## src/adc_seq_consts.svh

```systemverilog
/*
  Constants of the conversion sequencer: control bit positions, reset
  values and timing counts. Assumes a 50 MHz system clock.
*/
`ifndef ADC_SEQ_CONSTS_SVH
`define ADC_SEQ_CONSTS_SVH

`define CLK_PERIOD_NS   20
`define DECIDE_DELAY_NS 40
`define DECIDE_DLY_CYC  (`DECIDE_DELAY_NS / `CLK_PERIOD_NS)
`define STROBE_EDGE_NS  12
`define STROBE_EDGE_CYC ((`STROBE_EDGE_NS + `CLK_PERIOD_NS - 1) / `CLK_PERIOD_NS)

`define CR_DUAL 6
`define CR_PD   8
`define CR_POL  9

`define CTRL_RESET 10'h000
`define RES_RESET  10'h000
`define PINS_IDLE  5'h1C
`define AGE_MAX    4'hF

// first falling edge plus four complete cycles
`define ACQ_FALL_EDGES 3'h5
// conversion-clock ticks counted from the hold edge
`define MSB_TICK   4'h1
`define BIT2_TICK  4'h3
`define BITN_FIRST 4'h4
`define BITN_LAST  4'hB
`define BITN_BASE  4'hB
`define DONE_TICK  4'hC
`define MSB_IDX    4'h9
`define BIT2_IDX   4'h8

`endif

```

## src/adc_seq_pkg.sv

```systemverilog
/*
  Types of the conversion sequencer: pin group and sequencer states.
  Assumes nothing of its surroundings.
*/
package adc_seq_pkg;
  typedef struct packed {
    logic cs_n;
    logic rd_n;
    logic wr_n;
    logic conversion_clock;
    logic comp;
  } pins_t;

  typedef enum logic [2:0] {ST_IDLE, ST_ACQ, ST_CONV, ST_ABORT, ST_PDOWN} state_t;
endpackage

```

## src/adc_conversion_sequencer_port.sv

```systemverilog
/*
  Sequencer and parallel host port of a 10-bit successive-approximation
  converter. Assumes the host strobes, the conversion clock and the
  comparator arrive asynchronously; conversion clock half period at least
  four clk cycles; data_port_in held until four clk edges after write rise.
*/
// What this block does
// - write strobe rising edge starts a cycle by tracking the selected input
// - input held shortly after first rising edge after four clock cycles
// - falling edge too close to the write strobe is not counted
// - two settling cycles after hold, then most significant bit decided
// - second bit two cycles later, then one bit per rising edge
// - single mode: flag changes, result one loaded, approximation cleared
// - dual mode: second conversion follows, then flag changes, result two loaded
// - thirteen clock cycles per conversion after about five acquisition cycles
// - powerdown write ends any conversion and switches analog off
// - powerdown write during conversion forces flag high on its leading edge
// - strobes work in powerdown; results kept and readable
// - leaving powerdown starts conversions that overwrite results
// - zero powerdown bit exits; other control bits kept or reloaded
// - flag driven high during powerdown
// - chip select high leaves data port undriven
// - chip select low, read high: write loads control and starts
// - single mode reads always return result one
// - dual mode reads alternate result one and result two
// - read during conversion stops it; data unreliable
// - write during conversion aborts, flag high, new sequence follows
// - polarity bit: zero low while converting, one low when finished
// - ten-bit write-only control register cleared at reset
`timescale 1ns/1ps
`include "adc_seq_consts.svh"

module adc_conversion_sequencer_port #(
  parameter int DECIDE_DLY = `DECIDE_DLY_CYC
) (
  input  wire logic              clk,
  input  wire logic              rst,
  input  wire adc_seq_pkg::pins_t pins_in,
  input  wire logic [9:0]        data_port_in,
  output logic      [9:0]        data_port_out,
  output logic                   data_port_oe_n,
  output logic                   busy_int_n,
  output logic                   track_hold,
  output logic                   analog_on,
  output logic      [9:0]        dac_code,
  output logic      [9:0]        control_word
);
  import adc_seq_pkg::*;

  if (DECIDE_DLY < 1) begin : g_chk
    $error("DECIDE_DLY must be at least 1");
  end

  // decision slot for the tick after count c: {valid, bit index}
  function automatic logic [4:0] pend(input logic [3:0] c);
    logic [3:0] idx;
    logic       v;
    idx = (c < 4'h2) ? `MSB_IDX : (c < `BITN_FIRST) ? `BIT2_IDX : 4'(`BITN_BASE - c);
    v   = (c == `MSB_TICK) || (c == `BIT2_TICK) || (c >= `BITN_FIRST && c <= `BITN_LAST);
    return {v, idx};
  endfunction

  // pin synchronisers and filtered levels
  pins_t            s1_q, s2_q, s3_q, lvl_q, prev_q, lvl_d;
  logic [9:0]       d1_q, d2_q, d3_q;
  logic [DECIDE_DLY-1:0] rise_dly_q, rise_dly_d;

  always_comb begin
    lvl_d      = pins_t'((s3_q & ~(s2_q ^ s3_q)) | (lvl_q & (s2_q ^ s3_q)));
    rise_dly_d = (rise_dly_q << 1) | DECIDE_DLY'(lvl_q.conversion_clock &
                 ~prev_q.conversion_clock);
  end

  always_ff @(posedge clk or posedge rst) begin
    if (rst) begin
      s1_q       <= `PINS_IDLE;
      s2_q       <= `PINS_IDLE;
      s3_q       <= `PINS_IDLE;
      lvl_q      <= `PINS_IDLE;
      prev_q     <= `PINS_IDLE;
      d1_q       <= `RES_RESET;
      d2_q       <= `RES_RESET;
      d3_q       <= `RES_RESET;
      rise_dly_q <= '0;
    end else begin
      s1_q       <= pins_in;
      s2_q       <= s1_q;
      s3_q       <= s2_q;
      lvl_q      <= lvl_d;
      prev_q     <= lvl_q;
      d1_q       <= data_port_in;
      d2_q       <= d1_q;
      d3_q       <= d2_q;
      rise_dly_q <= rise_dly_d;
    end
  end

  // strobe and clock events
  logic sel, wr_rise, wr_fall, rd_fall, rd_rise, cclk_fall, tick, running, quiet, end_ev;
  logic [4:0] pq;

  always_comb begin
    sel       = ~lvl_q.cs_n;
    wr_rise   = sel & lvl_q.rd_n & ~prev_q.wr_n & lvl_q.wr_n;
    wr_fall   = sel & prev_q.wr_n & ~lvl_q.wr_n;
    rd_fall   = sel & ~lvl_q.rd_n & (prev_q.cs_n | prev_q.rd_n);
    rd_rise   = ~prev_q.cs_n & ~prev_q.rd_n & (lvl_q.cs_n | lvl_q.rd_n);
    cclk_fall = prev_q.conversion_clock & ~lvl_q.conversion_clock;
    tick      = rise_dly_q[DECIDE_DLY-1];
  end

  // sequencer state
  state_t     state_q, state_d;
  logic [9:0] ctrl_q, ctrl_d, sar_q, sar_d, r1_q, r1_d, r2_q, r2_d;
  logic [3:0] cnt_q, cnt_d, age_q, age_d;
  logic [2:0] fall_q, fall_d;
  logic       second_q, second_d, done_q, done_d, rdsel_q, rdsel_d, hold_q, hold_d;
  logic       flag_d, oe_n_d, dual;
  logic [9:0] dout_d, dac_d;
  logic [4:0] pn;

  always_comb begin
    state_d  = state_q;
    ctrl_d   = ctrl_q;
    sar_d    = sar_q;
    r1_d     = r1_q;
    r2_d     = r2_q;
    cnt_d    = cnt_q;
    age_d    = age_q;
    fall_d   = fall_q;
    second_d = second_q;
    done_d   = done_q;
    rdsel_d  = rdsel_q;
    hold_d   = hold_q;
    running  = (state_q == ST_ACQ) || (state_q == ST_CONV);
    quiet    = ~wr_rise & ~wr_fall & ~rd_fall;
    end_ev   = (state_q == ST_CONV) & tick & (cnt_q == `DONE_TICK);
    dual     = ctrl_q[`CR_DUAL];
    pq       = pend(cnt_q);
    if (wr_rise) begin
      ctrl_d = d3_q;
      done_d = 1'b0;
      hold_d = 1'b0;
      if (d3_q[`CR_PD]) begin
        state_d = ST_PDOWN;
      end else begin
        state_d  = ST_ACQ;
        fall_d   = 3'h0;
        age_d    = 4'h0;
        second_d = 1'b0;
        sar_d    = `RES_RESET;
      end
    end else if (wr_fall && running) begin
      state_d = ST_ABORT;
      hold_d  = 1'b0;
    end else if (rd_fall && running) begin
      state_d = ST_IDLE;
      hold_d  = 1'b0;
    end else begin
      case (state_q)
        ST_ACQ: begin
          if (age_q != `AGE_MAX) begin
            age_d = age_q + 4'h1;
          end
          if (cclk_fall && age_q >= 4'(`STROBE_EDGE_CYC) && fall_q != `ACQ_FALL_EDGES) begin
            fall_d = fall_q + 3'h1;
          end
          if (tick && fall_q == `ACQ_FALL_EDGES) begin
            hold_d  = 1'b1;
            state_d = ST_CONV;
            cnt_d   = 4'h0;
          end
        end
        ST_CONV: begin
          if (tick) begin
            cnt_d = cnt_q + 4'h1;
            if (pq[4]) begin
              sar_d[pq[3:0]] = lvl_q.comp;
            end
            if (end_ev) begin
              if (second_q) begin
                r2_d = sar_q;
              end else begin
                r1_d = sar_q;
              end
              sar_d = `RES_RESET;
              cnt_d = 4'h0;
              if (dual && !second_q) begin
                second_d = 1'b1;
              end else begin
                state_d = ST_IDLE;
                done_d  = 1'b1;
                hold_d  = 1'b0;
              end
            end
          end
        end
        ST_ABORT, ST_PDOWN, ST_IDLE: begin
          state_d = state_q;
        end
        default: begin
          state_d = ST_IDLE;
        end
      endcase
    end
    if (end_ev && quiet && state_d == ST_IDLE) begin
      rdsel_d = 1'b0;
    end else if (rd_rise && dual) begin
      rdsel_d = ~rdsel_q;
    end else if (!dual) begin
      rdsel_d = 1'b0;
    end
    // flag: high in powerdown or abort, else by polarity
    if (state_d == ST_PDOWN || state_d == ST_ABORT) begin
      flag_d = 1'b1;
    end else if (state_d == ST_ACQ || state_d == ST_CONV) begin
      flag_d = ctrl_d[`CR_POL];
    end else begin
      flag_d = ctrl_d[`CR_POL] ? ~done_d : 1'b1;
    end
    oe_n_d = ~(sel & ~lvl_q.rd_n & lvl_q.wr_n);
    dout_d = rdsel_q ? r2_q : r1_q;
    pn     = pend(cnt_d);
    dac_d  = (state_d == ST_CONV && pn != 5'h0) ?
             (sar_d | (10'h001 << pn[3:0])) : sar_d;
  end

  always_ff @(posedge clk or posedge rst) begin
    if (rst) begin
      state_q        <= ST_IDLE;
      ctrl_q         <= `CTRL_RESET;
      sar_q          <= `RES_RESET;
      r1_q           <= `RES_RESET;
      r2_q           <= `RES_RESET;
      cnt_q          <= 4'h0;
      age_q          <= 4'h0;
      fall_q         <= 3'h0;
      second_q       <= 1'b0;
      done_q         <= 1'b0;
      rdsel_q        <= 1'b0;
      hold_q         <= 1'b0;
      busy_int_n     <= 1'b1;
      data_port_oe_n <= 1'b1;
      data_port_out  <= `RES_RESET;
      dac_code       <= `RES_RESET;
      analog_on      <= 1'b1;
    end else begin
      state_q        <= state_d;
      ctrl_q         <= ctrl_d;
      sar_q          <= sar_d;
      r1_q           <= r1_d;
      r2_q           <= r2_d;
      cnt_q          <= cnt_d;
      age_q          <= age_d;
      fall_q         <= fall_d;
      second_q       <= second_d;
      done_q         <= done_d;
      rdsel_q        <= rdsel_d;
      hold_q         <= hold_d;
      busy_int_n     <= flag_d;
      data_port_oe_n <= oe_n_d;
      data_port_out  <= dout_d;
      dac_code       <= dac_d;
      analog_on      <= (state_d != ST_PDOWN);
    end
  end

  assign track_hold   = hold_q;
  assign control_word = ctrl_q;
endmodule // adc_conversion_sequencer_port

```

## config.mk

```make
export PLATFORM = sky130hd
export DESIGN_NAME = adc_conversion_sequencer_port
export DESIGN_NICKNAME = d
export VERILOG_FILES = /design/src/adc_seq_pkg.sv /design/src/adc_conversion_sequencer_port.sv
export VERILOG_INCLUDE_DIRS = /design/src
export SDC_FILE = /design/constraint.sdc
export NUM_CORES = 1
export LEC_CHECK = 0
export BUFFER_PORTS_ARGS = -buffer_cell sky130_fd_sc_hd__buf_2
export CORE_ASPECT_RATIO = 1.75
export CORE_MARGIN = 4
export CORE_UTILIZATION = 60
export DETAILED_ROUTE_END_ITERATION = 10
export GPL_TIMING_DRIVEN = 0
export HOLD_SLACK_MARGIN = 0.15
export PLACE_DENSITY = 0.8
export SYNTH_ARGS = -nofsm -noshare
export SYNTH_HDL_FRONTEND = slang
export SYNTH_SLANG_ARGS = --single-unit
```

## constraint.sdc

```tcl
create_clock -name clk -period 7.8 [get_ports clk]
set_input_delay 1.56 -clock clk [delete_from_list [all_inputs] [get_ports clk]]
set_output_delay 1.56 -clock clk [all_outputs]
set_load 0.03 [all_outputs]
```

Word-level counts from Yosys, hierarchy flattened
Cells that the tools add are included.

word-level totals
  register bits after elaboration = 137
  latch bits = 0
  memory bits (writable) = 0
  memory bits (read-only) = 0
  input port bits = 17
  output and inout port bits = 34
  word-level logic and storage cells = 244
  memories = 0

operators by class
  $add $sub $neg = 5
  $mul = 0
  div/mod/pow operators = 0
  order comparisons = 11
  equal/unequal tests = 25
  shifts and indexed selects = 1
  multiplexer cells = 75
  bitwise operators = 42
  reductions and logical operators = 39

operator list
  cell                  count
  $mux 10               11
  $mux 4                16
  $mux 3                14
  $mux 1                29
  $reduce_and 7->1      3
  $not 1->1             16
  $and 1x1->1           15
  $reduce_and 5->1      3
  $reduce_bool 2->1     7
  $logic_and 1x1->1     13
  $eq 3x2->1 const B    4
  $and 5x5->5           2
  $bwmux 10             1
  $ne 5x3->1 const B    2
  $or 10x10->10         1
  $reduce_bool 5->1     2
  $shl 1x4->10 const A  1
  $eq 3x3->1 const B    3
  $pmux 3 s3            1
  $add 4x1->4 const B   2
  $eq 4x1->1 const B    2
  $eq 4x2->1 const B    2
  $ge 4x1->1 const B    2
  $ge 4x3->1 const B    2
  28 further kinds      44

Depth between registers and ports, before layout
Gate-level depths: netlist of run 1.

  depth in word-level cells = 17
  gate-level depth with buffers = 15
  gate-level depth less buffers = 13

Least setup slack after synthesis of run 1
No wires, ideal clock.

  kind = flip-flop to flip-flop
  start = register cnt_q[1]
  end = register dac_code[8]
  data arrival time = 2.540 ns
  data required time = 7.680 ns
  slack = 5.140 ns
  stages on the path, launching flop included = 15
  buffers on the path = 2
  path through = dfrtp_1 -> clkbuf_1 -> inv_1 -> ha_1 -> a21o_1 -> a21oi_1 -> a41o_1 -> a32oi_4 -> ha_1 -> buf_1 -> inv_1 -> nand2_1 -> o22a_1 -> o211a_1 -> a31o_1

between the ends
  word-level cells in the longest chain between the ends = 17
  elaborated cells between the ends (all ways) = 59
  classes of those cells = add/sub: 3; order compare: 10; eq/ne: 6; shift: 1; mux: 28; bitwise: 2; reduce/logical: 9

ends and longest elaborated chain
  what                                                                   line                                  RTL
  start: declaration                                                     adc_conversion_sequencer_port.sv:115  logic [3:0] cnt_q, cnt_d, age_q, age_d;
  start signal: assignment                                               adc_conversion_sequencer_port.sv:253  cnt_q <= cnt_d;
  $sub 4x4->4 (no source line) / $lt 4x3->1 (equally long branches)      --
  $mux 4 (2 in series)                                                   adc_conversion_sequencer_port.sv:58   idx = (c < 4'h2) ? `MSB_IDX : (c < `BITN_FIRST) ? `BIT2_IDX : 4'(`BITN_BASE - c);
  $lt 4x5->1 (implied by the code) / $ge 4x1->1 (equally long branches)  adc_conversion_sequencer_port.sv:178  sar_d[pq[3:0]] = lvl_q.comp;
  $logic_and 1x1->1 (implied by the code)                                adc_conversion_sequencer_port.sv:178
  $mux 1 (implied by the code)                                           adc_conversion_sequencer_port.sv:178
  $demux 1 s4                                                            adc_conversion_sequencer_port.sv:178
  $bwmux 10                                                              adc_conversion_sequencer_port.sv:178
  $mux 10                                                                adc_conversion_sequencer_port.sv:177  if (pq[4]) begin
  $mux 10                                                                adc_conversion_sequencer_port.sv:180  if (end_ev) begin
  $mux 10                                                                adc_conversion_sequencer_port.sv:175  if (tick) begin
  $mux 10                                                                adc_conversion_sequencer_port.sv:160  case (state_q)
  $mux 10                                                                adc_conversion_sequencer_port.sv:156  end else if (rd_fall && running) begin
  $mux 10                                                                adc_conversion_sequencer_port.sv:153  end else if (wr_fall && running) begin
  $mux 10                                                                adc_conversion_sequencer_port.sv:140  if (wr_rise) begin
  $or 10x10->10                                                          adc_conversion_sequencer_port.sv:225  (sar_d | (10'h001 << pn[3:0])) : sar_d;
  $mux 10 (*)                                                            adc_conversion_sequencer_port.sv:224  dac_d = (state_d == ST_CONV && pn != 5'h0) ?
  named net dac_d[8]                                                     adc_conversion_sequencer_port.sv:119  logic [9:0] dout_d, dac_d;
  end signal: assignment                                                 adc_conversion_sequencer_port.sv:245  dac_code <= `RES_RESET;
  end: declaration                                                       adc_conversion_sequencer_port.sv:45   output logic [9:0] dac_code,

The timed path passes the listed nets; every way through them passes the cells marked *.
A chain may end at the register's enable or synchronous reset.

Final worst setup path of run 1
  start = register cnt_q[1]
  end = register dac_code[9]

Same word-level chain as after synthesis.

==> results.md, run 1 <==
- Status: completed
- Distinct cells, synth: 74
- Setup TNS: 0 ns
- Setup bufs post-CTS: 0
- Ys flop type: dfrtp_1
- Hold Crit Class: flip-flop to flip-flop
- Layout cell share with drive strength beyond 1: 29.9%
- Placeable Area: 9470 µm²
- Gr ovfl total: 0
- Req. time, crit path: 8.10 ns
- Most frequent cells in the layout: 119 x dfrtp_1, 51 x buf_2, 48 x nand2_1
- Initial Utilization: 61.3%
- Chip height: 138 µm
- Critical path class: flip-flop to flip-flop
- Initial antenna violation count: 0
- Cts hold-fix bufs: 0
- Critical Path, Cell by Cell: clkbuf_1, inv_1, ha_1, a21o_1, a21oi_1, a41o_1, a32oi_4, ha_1, buf_1, inv_1, nand2_1, o22a_1, o311ai_1
- FMAX: 315 MHz
- Final Total Pwr: 2.18 mW
- Synth Warn #: 0
- CTS tree: done
- DRC: 0
- DR WL/cell: 19.3 µm
- Die ar.: 11,400 µm²
- Post-synth EDFFs: 0
- Clk_skew: 0.00892 ns
- Placed instance count: 635
- Clock buffer depth: 2
- CP Data Arrival Time: 3.47 ns
- Synthesized area: 5800 µm²
- Met3 WL: 495 µm
- Pwr per Cell Area: 318 nW/µm²
- Syn nets: 493
- Met1 Wirelength: 4620 µm
- Top layer in use: met4
- Post-synthesis mux area share: 7.31%
- Slew Viols, Final: 0
- Final #Nets: 563
- Synthesized area per cell: 12.6 µm²
- FF+latch count, synth: 137
- Clk_lat worst skew: 0.42 ns
- Commonest non-fill, non-tap cell in the layout: dfrtp_1
- Worst setup SP type: flip-flop
- Worst setup EP type: flip-flop
- Post-Synth Simple-Gate Area: 13.9%
- Antenna viol nets, final: 0
- Router iterations before antenna repair: 4
- VDD IR max: 233 µV
- Total Wirelength: 12,900 µm
- First-pass GRT wire length: 20,900 µm
- Worst-path clk slew: 0.07 ns
- Slew HR: 53.6%
- Largest net degree at the start of global routing: 82
- Critical path's top delay family: compound AO/OA/AOI/OAI gates
- Routed vias/inst: 5.90
- Max cap viols: 0
- CTS buffer count: 17
- Largest family of logic cells by synthesized area: simple AND/OR/NAND/NOR gates
- DR vias: 3,936
- Leakage: 3.37 nW
- CP max stage cell: dfrtp_1
- Final Cycle Share: 40.7%
- Initial DRC Count: 245
- Synth async-reset ratio: 100%
- N_diodes: 0
- Endpoints failing hold: 0
- Synth Area in Adders: 3.88%
- Xor and xnor area share after synthesis: 0.733%
- DP Worst Slack: 4.70 ns
- Area Overhead vs Synth: 18.1%
- Chip Width: 82.3 µm
- Tightest Pin Transition: 0.696 ns
- Final setup viols: 0
- WL met2: 6990 µm
- Boundary Pins: 51
- Gp weighted congestion: 0.903
- Post-synthesis sequential area ratio: 59.5%
- Unrepaired setup endpoints after global routing: no
- Clock root cell: clkbuf_16
- Final WS setup: 4.63 ns
- Synth Area in Compound Gates: 11.4%
- Vias in the first global route: 4,127
- Core Rows: 47
- Post-CTS Resized: 0
- Min cycle time layout: 3.17 ns
- Post-Layout Cell Count: 667
- Clock sink count: 137
- CTS HTree Levels: 4
- Buffer and inverter count on the worst path: 4
- Total GRT Usage: 24.7%
- Detail Placement HPWL: 9150 µm
- Number of buffers added on ports: 50
- Largest stage delay on the critical path: 0.40 ns
- Worst-path fanout max: 10
- Synthesized instance count: 462
-- layer usage --
layer,track usage [%],vias up
li1,-,1787
met1,26.9,1974
met2,42.2,128
met3,5.40,47
met4,14.9,0
met5,0,-
-- sequential cells by signal, summed over array words and instances, names as in the netlist, 5 cells and up, named ones only --
register,flops
d3_q,10
data_port_out,10
control_word,10
sar_q,10
s2_q,5
r2_q,10
r1_q,10
d2_q,10
s1_q,5
d1_q,10
dac_code,10
s3_q,5
-- synthesized netlist by cell type (all sizes together) (9+ instances only) --
cell type	instances	share of area [%]
a21oi	14	1.2
buf	10	1.3
clkbuf	9	0.58
dfrtp	119	51
dfstp	18	8.2
ha	14	3.0
inv	22	1.4
mux2	29	6.8
nand2	50	3.4
nand3	14	1.3
nor2	20	1.4
nor3	11	1.1
o21ai	17	1.5
-- through the flow --
step	hold slack, ns	area [µm²]	util (%)
3_5_place_dp	0.335	6240	65.9
5_1_grt	0.349	6850	72.4
2_1_floorplan	0.331	5800	-
6_report	0.344	6850	72.4
4_1_cts	0.345	6850	72.4
3_3_place_gp	0.331	6200	65.5
-- area by class of cell --
cell class              count  area (µm²)
fillers                   627        2620
flip-flops and latches    137        3450
inverters                  22        87.6
well taps                 122         153
repair buffers             51         278
clock inverters            15         190
clock buffers              17         425
multi-input cells         284        2160
plain buffers              19         110
-- logic make-up after synthesis --
group	after synthesis
simple gates	142
xor+xnor	4
buf+inv	41
flops	137
mux	32
fa+ha+maj	19
compound gates	87
-- path summary, 6_finish.rpt --
path	start	to	slack (ns)	depth (start not counted)
worst max-delay path	cnt_q[1]	dac_code[9]	4.63	13
worst max register to register	cnt_q[1]	dac_code[9]	4.63	13
max in group asynchronous	rst	busy_int_n	5.87	3
min in group asynchronous	rst	fall_q[1]	1.18	2
worst min-delay path	d2_q[6]	d3_q[6]	0.34	0
worst min register to register	d2_q[6]	d3_q[6]	0.34	0
-- worst register-to-register path, cell delays in order (launching register included) --
cell and delay, ns:
dfrtp_1 0.40, clkbuf_1 0.36, inv_1 0.15, ha_1 0.26, a21o_1 0.18, a21oi_1 0.14, a41o_1 0.17, a32oi_4 0.18
ha_1 0.24, buf_1 0.18, inv_1 0.11, nand2_1 0.06, o22a_1 0.24, o311ai_1 0.38
-- power breakdown --
part / internal [mW] / leakage (nW) / switching (mW)
combinational: 0.170 / 1.34 / 0.331
clock: 0.489 / 0.301 / 0.340
sequential: 0.789 / 1.73 / 0.0635
Power figures use the tool's default switching activity.
==> run 2: changes to the inputs <==
CORE_UTILIZATION = 59   (was 60)
PLACE_DENSITY = 0.79   (was 0.8)
clock period = 3.2 ns   (was 7.8 ns; I/O delays follow)
==> run 2 against run 1 <==
  * Combinational power increased by 150%
  * Power increased by 140%
  * Sequential share of layout area decreased by 0.27 points
  * Worst hold slack got worse by 0.079 ns
  * Clock-buffer cell count unchanged
  * Via count decreased by 0.13%
  * Critical path type unchanged
  * Critical endpoint is now dac_code[0]
  * Largest cell class unchanged
  * Highest routed layer unchanged
==> results.md, run 2 (synthesis gave the netlist of run 1 again) <==
- Most frequent cells in the layout: 119 x dfrtp_1, 51 x buf_2, 48 x nand2_1
- Worst setup SP type: flip-flop
- DR vias: 3,931 (-0.13%)
- Critical path class: flip-flop to flip-flop
- FILL cells: 652 (+4.0%)
- Detail Placement HPWL: 9300 µm (+1.7%)
- Area of the multi-input gates: 2170 µm² (+0.46%)
- Setup TNS: 0 ns (unchanged)
- Clk_skew: 0.00948 ns (+0.000554 ns)
- First-pass GRT wire length: 21,200 µm (+1.3%)
- Worst-path fanout max: 10 (unchanged)
- Placeable Area: 9530 µm² (+0.62%)
- Commonest non-fill, non-tap cell in the layout: dfrtp_1
- Final #Nets: 564 (+0.18%)
- Clock sink count: 137 (unchanged)
- Boundary Pins: 51 (unchanged)
- Layout cell share with drive strength beyond 1: 30.8% (+0.86 points)
- Pwr per Cell Area: 767 nW/µm² (+140%)
- Tightest Pin Transition: 0.666 ns (-0.0301 ns)
- Status: completed
- Leakage: 3.39 nW (+0.38%)
- Endpoints failing hold: 0 (unchanged)
- Clk_lat worst skew: 0.43 ns (about the same)
- Total Wirelength: 13,000 µm (+0.93%)
- Req. time, crit path: 3.54 ns (-4.56 ns)
- Die ar.: 11,500 µm² (+1.6%)
- Sequential Area: 3450 µm² (unchanged)
- Slew Viols, Final: 0 (unchanged)
- Gp weighted congestion: 0.933 (+3.3%)
- Final Cycle Share: 92.3% (+52 points)
- VDD IR max: 565 µV (+140%)
- Worst-path clk slew: 0.07 ns (about the same)
- Unrepaired setup endpoints after global routing: no
- DP Worst Slack: 0.0554 ns (-4.64 ns)
- Initial antenna violation count: 0 (unchanged)
- Chip Width: 83.0 µm (+0.76%)
- CP Data Arrival Time: 3.30 ns (-0.17 ns)
- FMAX: 338 MHz (+7.3%)
- Final WS setup: 0.245 ns (-4.38 ns)
- Area Overhead vs Synth: 18.8%
- CTS tree: done
- Clock root cell: clkbuf_16
- Clock buffer depth: 2 (unchanged)
- Max cap viols: 0 (unchanged)
- Gr ovfl total: 0 (unchanged)
- Routed vias/inst: 5.88 (-0.28%)
- Largest net degree at the start of global routing: 45 (-45%)
- Vias in the first global route: 4,086 (-0.99%)
- Total GRT Usage: 23.7% (-1.1 points)
- Initial Utilization: 60.9% (-0.38 points)
- Final setup viols: 0 (unchanged)
- N_diodes: 0 (unchanged)
- Antenna viol nets, final: 0 (unchanged)
- Worst setup EP type: flip-flop
- Setup bufs post-CTS: 0 (unchanged)
- Number of buffers added on ports: 50 (unchanged)
- DR WL/cell: 19.4 µm (+0.78%)
- Router iterations before antenna repair: 5 (+1)
- Initial DRC Count: 194 (-21%)
- Slew HR: 55.6% (+2.0 points)
- Hold Crit Class: primary input to asynchronous set/reset pin
- CTS HTree Levels: 4 (unchanged)
- CTS buffer count: 17 (unchanged)
- Chip height: 139 µm (+0.79%)
- DRC: 0 (unchanged)
- Min cycle time layout: 2.95 ns (-0.217 ns)
- Core Rows: 47 (unchanged)
run 2: layout make-up:
class / count / share of cell area, %
clock buffers: 17 / 6.17
flip-flops and latches: 137 / 50.1
plain buffers: 18 / 1.56
inverters: 22 / 1.25
well taps: 122 / 2.22
repair buffers: 53 / 4.50
multi-input cells: 284 / 31.5
clock inverters: 15 / 2.74
run 2: through the flow:
step	std cells	total power, mW	cell area, µm²	utilization (%)	hold slack (ns)
after floorplan	462	2.95	5810	-	0.331
after global placement	634	3.25	6210	65.2	0.331
after detailed placement	637	3.31	6270	65.8	0.335
after CTS	669	5.29	6880	72.2	0.274
after global routing	668	5.53	6890	72.3	0.303
final	668	5.29	6890	72.3	0.265
run 2: per-layer routing:
metal	part of all wire (%)	track usage, %
met5	0	0
met4	3.3	11.6
met3	4.3	4.82
met2	57	43.5
met1	36	25.4
run 2: path summary, 6_finish.rpt:
check | startpoint | to | slack, ns | depth (start not counted)
setup / recovery | cnt_q[1] | dac_code[0] | 0.25 | 11
hold / removal | rst | asynchronous set/reset pin | 0.27 | 2
setup reg to reg | cnt_q[1] | dac_code[0] | 0.25 | 11
hold reg to reg | d2_q[8] | d3_q[8] | 0.35 | 0
max in group asynchronous | rst | busy_int_n | 2.05 | 4
min in group clk | pins_in[3] | s1_q[3] | 0.31 | 1
run 2: critical path, cell delays in order (launching register included):
cell and delay (ns):
dfrtp_1 0.42, clkbuf_2 0.21, inv_1 0.13, ha_1 0.27, a21o_1 0.15, a21oi_1 0.06
a41o_1 0.24, a32oi_4 0.37, ha_1 0.35, nor3_4 0.34, nand3_1 0.15, o21bai_1 0.17
run 2: timing repair:
action / CTS / global route
gates resized for setup: 0 / 4
endpoints found under the setup margin: 0 / 7
endpoints found under the hold margin: 0 / 0
hold buffers: 0 / 0
run 2: report_power, final:
group          switching (mW)  internal, mW  total, mW
logic                   0.807         0.427       1.23
registers               0.159          1.92       2.08
clock network           0.905          1.07       1.97
==> run 3: changes to the inputs <==
==> constraint.sdc (replaced) <==
create_clock -name clk -period 3.2 [get_ports clk]
set_input_delay 0.48 -clock clk [delete_from_list [all_inputs] [get_ports clk]]
set_output_delay 0.48 -clock clk [all_outputs]
set_load 0.03 [all_outputs]
==> run 3 against run 2 <==
  * Critical path depth increased by 3
  * Power increased by 0.20%
  * Final area increased by 1.6%
  * Global-route usage increased by 0.32 points
  * Sequential cell count unchanged
  * Critical path type unchanged
  * Largest cell class unchanged
==> results.md, run 3 (synthesis gave the netlist of run 1 again) <==
- Slew Viols, Final: 0 (unchanged)
- VDD IR max: 567 µV (+0.32%)
- DRC: 0 (unchanged)
- Clock buffer depth: 2 (unchanged)
- Initial antenna violation count: 0 (unchanged)
- Min cycle time layout: 2.97 ns (+0.0126 ns)
- CP max stage cell: dfstp_2
- Area Overhead vs Synth: 20.7%
- Vias in the first global route: 4,157 (+1.7%)
- Most frequent cells in the layout: 119 x dfrtp_1, 51 x buf_2, 48 x nand2_1
- Setup TNS: 0 ns (unchanged)
- Critical path class: flip-flop to flip-flop
- Final #Nets: 575 (+2.0%)
- Chip Width: 83.0 µm (unchanged)
- Total Wirelength: 13,100 µm (+1.3%)
- Commonest non-fill, non-tap cell in the layout: dfrtp_1
- Gr ovfl total: 0 (unchanged)
- Number of buffers added on ports: 50 (unchanged)
- Hold Crit Class: primary input to flip-flop
- Leakage: 3.43 nW (+1.4%)
- Hold Startpoint: data_port_in[1]
- Clock sink count: 137 (unchanged)
- Worst setup EP type: flip-flop
- Unrepaired setup endpoints after global routing: no
- Detail Placement HPWL: 9300 µm (unchanged)
- Boundary Pins: 51 (unchanged)
- Clock root cell: clkbuf_16
- Worst setup SP type: flip-flop
- Final setup viols: 0 (unchanged)
- Endpoints failing hold: 0 (unchanged)
- Slew HR: 54.2% (-1.4 points)
- CP Data Arrival Time: 3.28 ns (-0.02 ns)
- Final Total Pwr: 5.30 mW (+0.20%)
- Setup bufs post-CTS: 0 (unchanged)
- N_diodes: 0 (unchanged)
- CTS buffer count: 17 (unchanged)
- CTS tree: done
- DP Worst Slack: 0.0554 ns (unchanged)
- Pwr per Cell Area: 757 nW/µm² (-1.4%)
- Clk_skew: 0.00945 ns (-0.0000301 ns)
- FILL cells: 641 (-1.7%)
- FMAX: 337 MHz (-0.42%)
- Total GRT Usage: 24.0% (+0.32 points)
- Tightest Pin Transition: 0.688 ns (+0.0217 ns)
- Final WS setup: 0.233 ns (-0.0126 ns)
- Initial DRC Count: 226 (+16%)
- Gp weighted congestion: 0.933 (unchanged)
- Max cap viols: 0 (unchanged)
- Chip height: 139 µm (unchanged)
- Status: completed
- Die ar.: 11,500 µm² (unchanged)
- Critical Path, Cell by Cell: buf_4, and4bb_4, a211oi_2, buf_4, nand3_1, a21oi_1, a21o_1, inv_1, ha_2, inv_1, nand2_1, o22a_1, o211a_1, a31o_1
- Final Cycle Share: 92.7% (+0.39 points)
- Placeable Area: 9530 µm² (unchanged)
- Core Rows: 47 (unchanged)
- Router iterations before antenna repair: 4 (-1)
- Largest stage delay on the critical path: 0.53 ns (+0.11 ns)
- Layout cell share with drive strength beyond 1: 30.2% (-0.61 points)
- First-pass GRT wire length: 21,500 µm (+1.5%)
- Worst-path clk slew: 0.07 ns (about the same)
- Initial Utilization: 60.9% (unchanged)
- DR vias: 3,964 (+0.84%)
- CTS HTree Levels: 4 (unchanged)
- Clk_lat worst skew: 0.42 ns (about the same)
- Worst-path fanout max: 10 (unchanged)
- Antenna viol nets, final: 0 (unchanged)
- Routed vias/inst: 5.84 (-0.79%)
- DR WL/cell: 19.3 µm (-0.38%)
- Req. time, crit path: 3.51 ns (-0.03 ns)
- Largest net degree at the start of global routing: 45 (unchanged)
[run 3: changes by cell type in the layout (fill, tap and decap cells not counted), sizes merged]
cell / delta
dlygate4sd3: +11
[run 3: stage by stage]
| step | instance area (µm²) | instances | hold slack, ns | util [%] |
|---|---|---|---|---|
| 3_5_place_dp | 6270 | 637 | 0.335 | 65.8 |
| 4_1_cts | 6990 | 680 | 0.151 | 73.4 |
| 3_3_place_gp | 6210 | 634 | 0.331 | 65.2 |
| 5_1_grt | 7000 | 679 | 0.153 | 73.5 |
| 6_report | 7000 | 679 | 0.156 | 73.5 |
| 2_1_floorplan | 5810 | 462 | 0.331 | - |
[run 3: cell type report]
type	count	area [µm²]	area share (%)
Buffer	18	108	1.54
Clock buffer	17	425	6.08
Clock inverter	15	189	2.70
Inverter	22	86.3	1.23
Multi-Input combinational cell	284	2170	31.0
Sequential cell	137	3450	49.3
Tap cell	122	153	2.18
Timing Repair Buffer	64	420	6.01
[run 3: final timing paths]
check                                              to  slack (ns)  cells past startpoint
max                                       dac_code[8]        0.23                     14
min                                           d1_q[1]        0.16                      1
max reg2reg                               dac_code[8]        0.23                     14
min reg2reg                                   d3_q[8]        0.35                      0
max in group asynchronous                  busy_int_n        1.65                      5
min in group asynchronous  asynchronous set/reset pin        0.66                      3
[run 3: metal layers]
layer,track usage [%],part of all wire (%),routed length (µm),up-vias
met5,0,0,0,-
met4,11.6,3.9,512,0
met3,4.88,4.2,554,31
met2,44.1,56,7340,125
met1,25.8,36,4730,1995
li1,-,-,-,1813
[run 3: worst max-delay path, delay by kind of cell (launching register included)]
family / cells / cell delay, ns
flip-flops: 1 / 0.53
AND/OR/NAND/NOR: 3 / 0.38
AO/OA/AOI/OAI: 6 / 1.20
adder cells (fa/ha/maj): 1 / 0.22
buffers and inverters: 4 / 0.52
[run 3: what timing repair did]
item / 4_1_cts / 5_1_grt
hold endpoints to repair: 32 / 0
hold buffers: 11 / 0
endpoints found under the setup margin: 0 / 7
resized for setup: 0 / 4
[run 3: report_power, final]
group	total (mW)	switching, mW	internal (mW)
Combinational	1.24	0.808	0.435
Clock	1.97	0.905	1.07
Sequential	2.08	0.160	1.92
Total	5.30	1.87	3.43
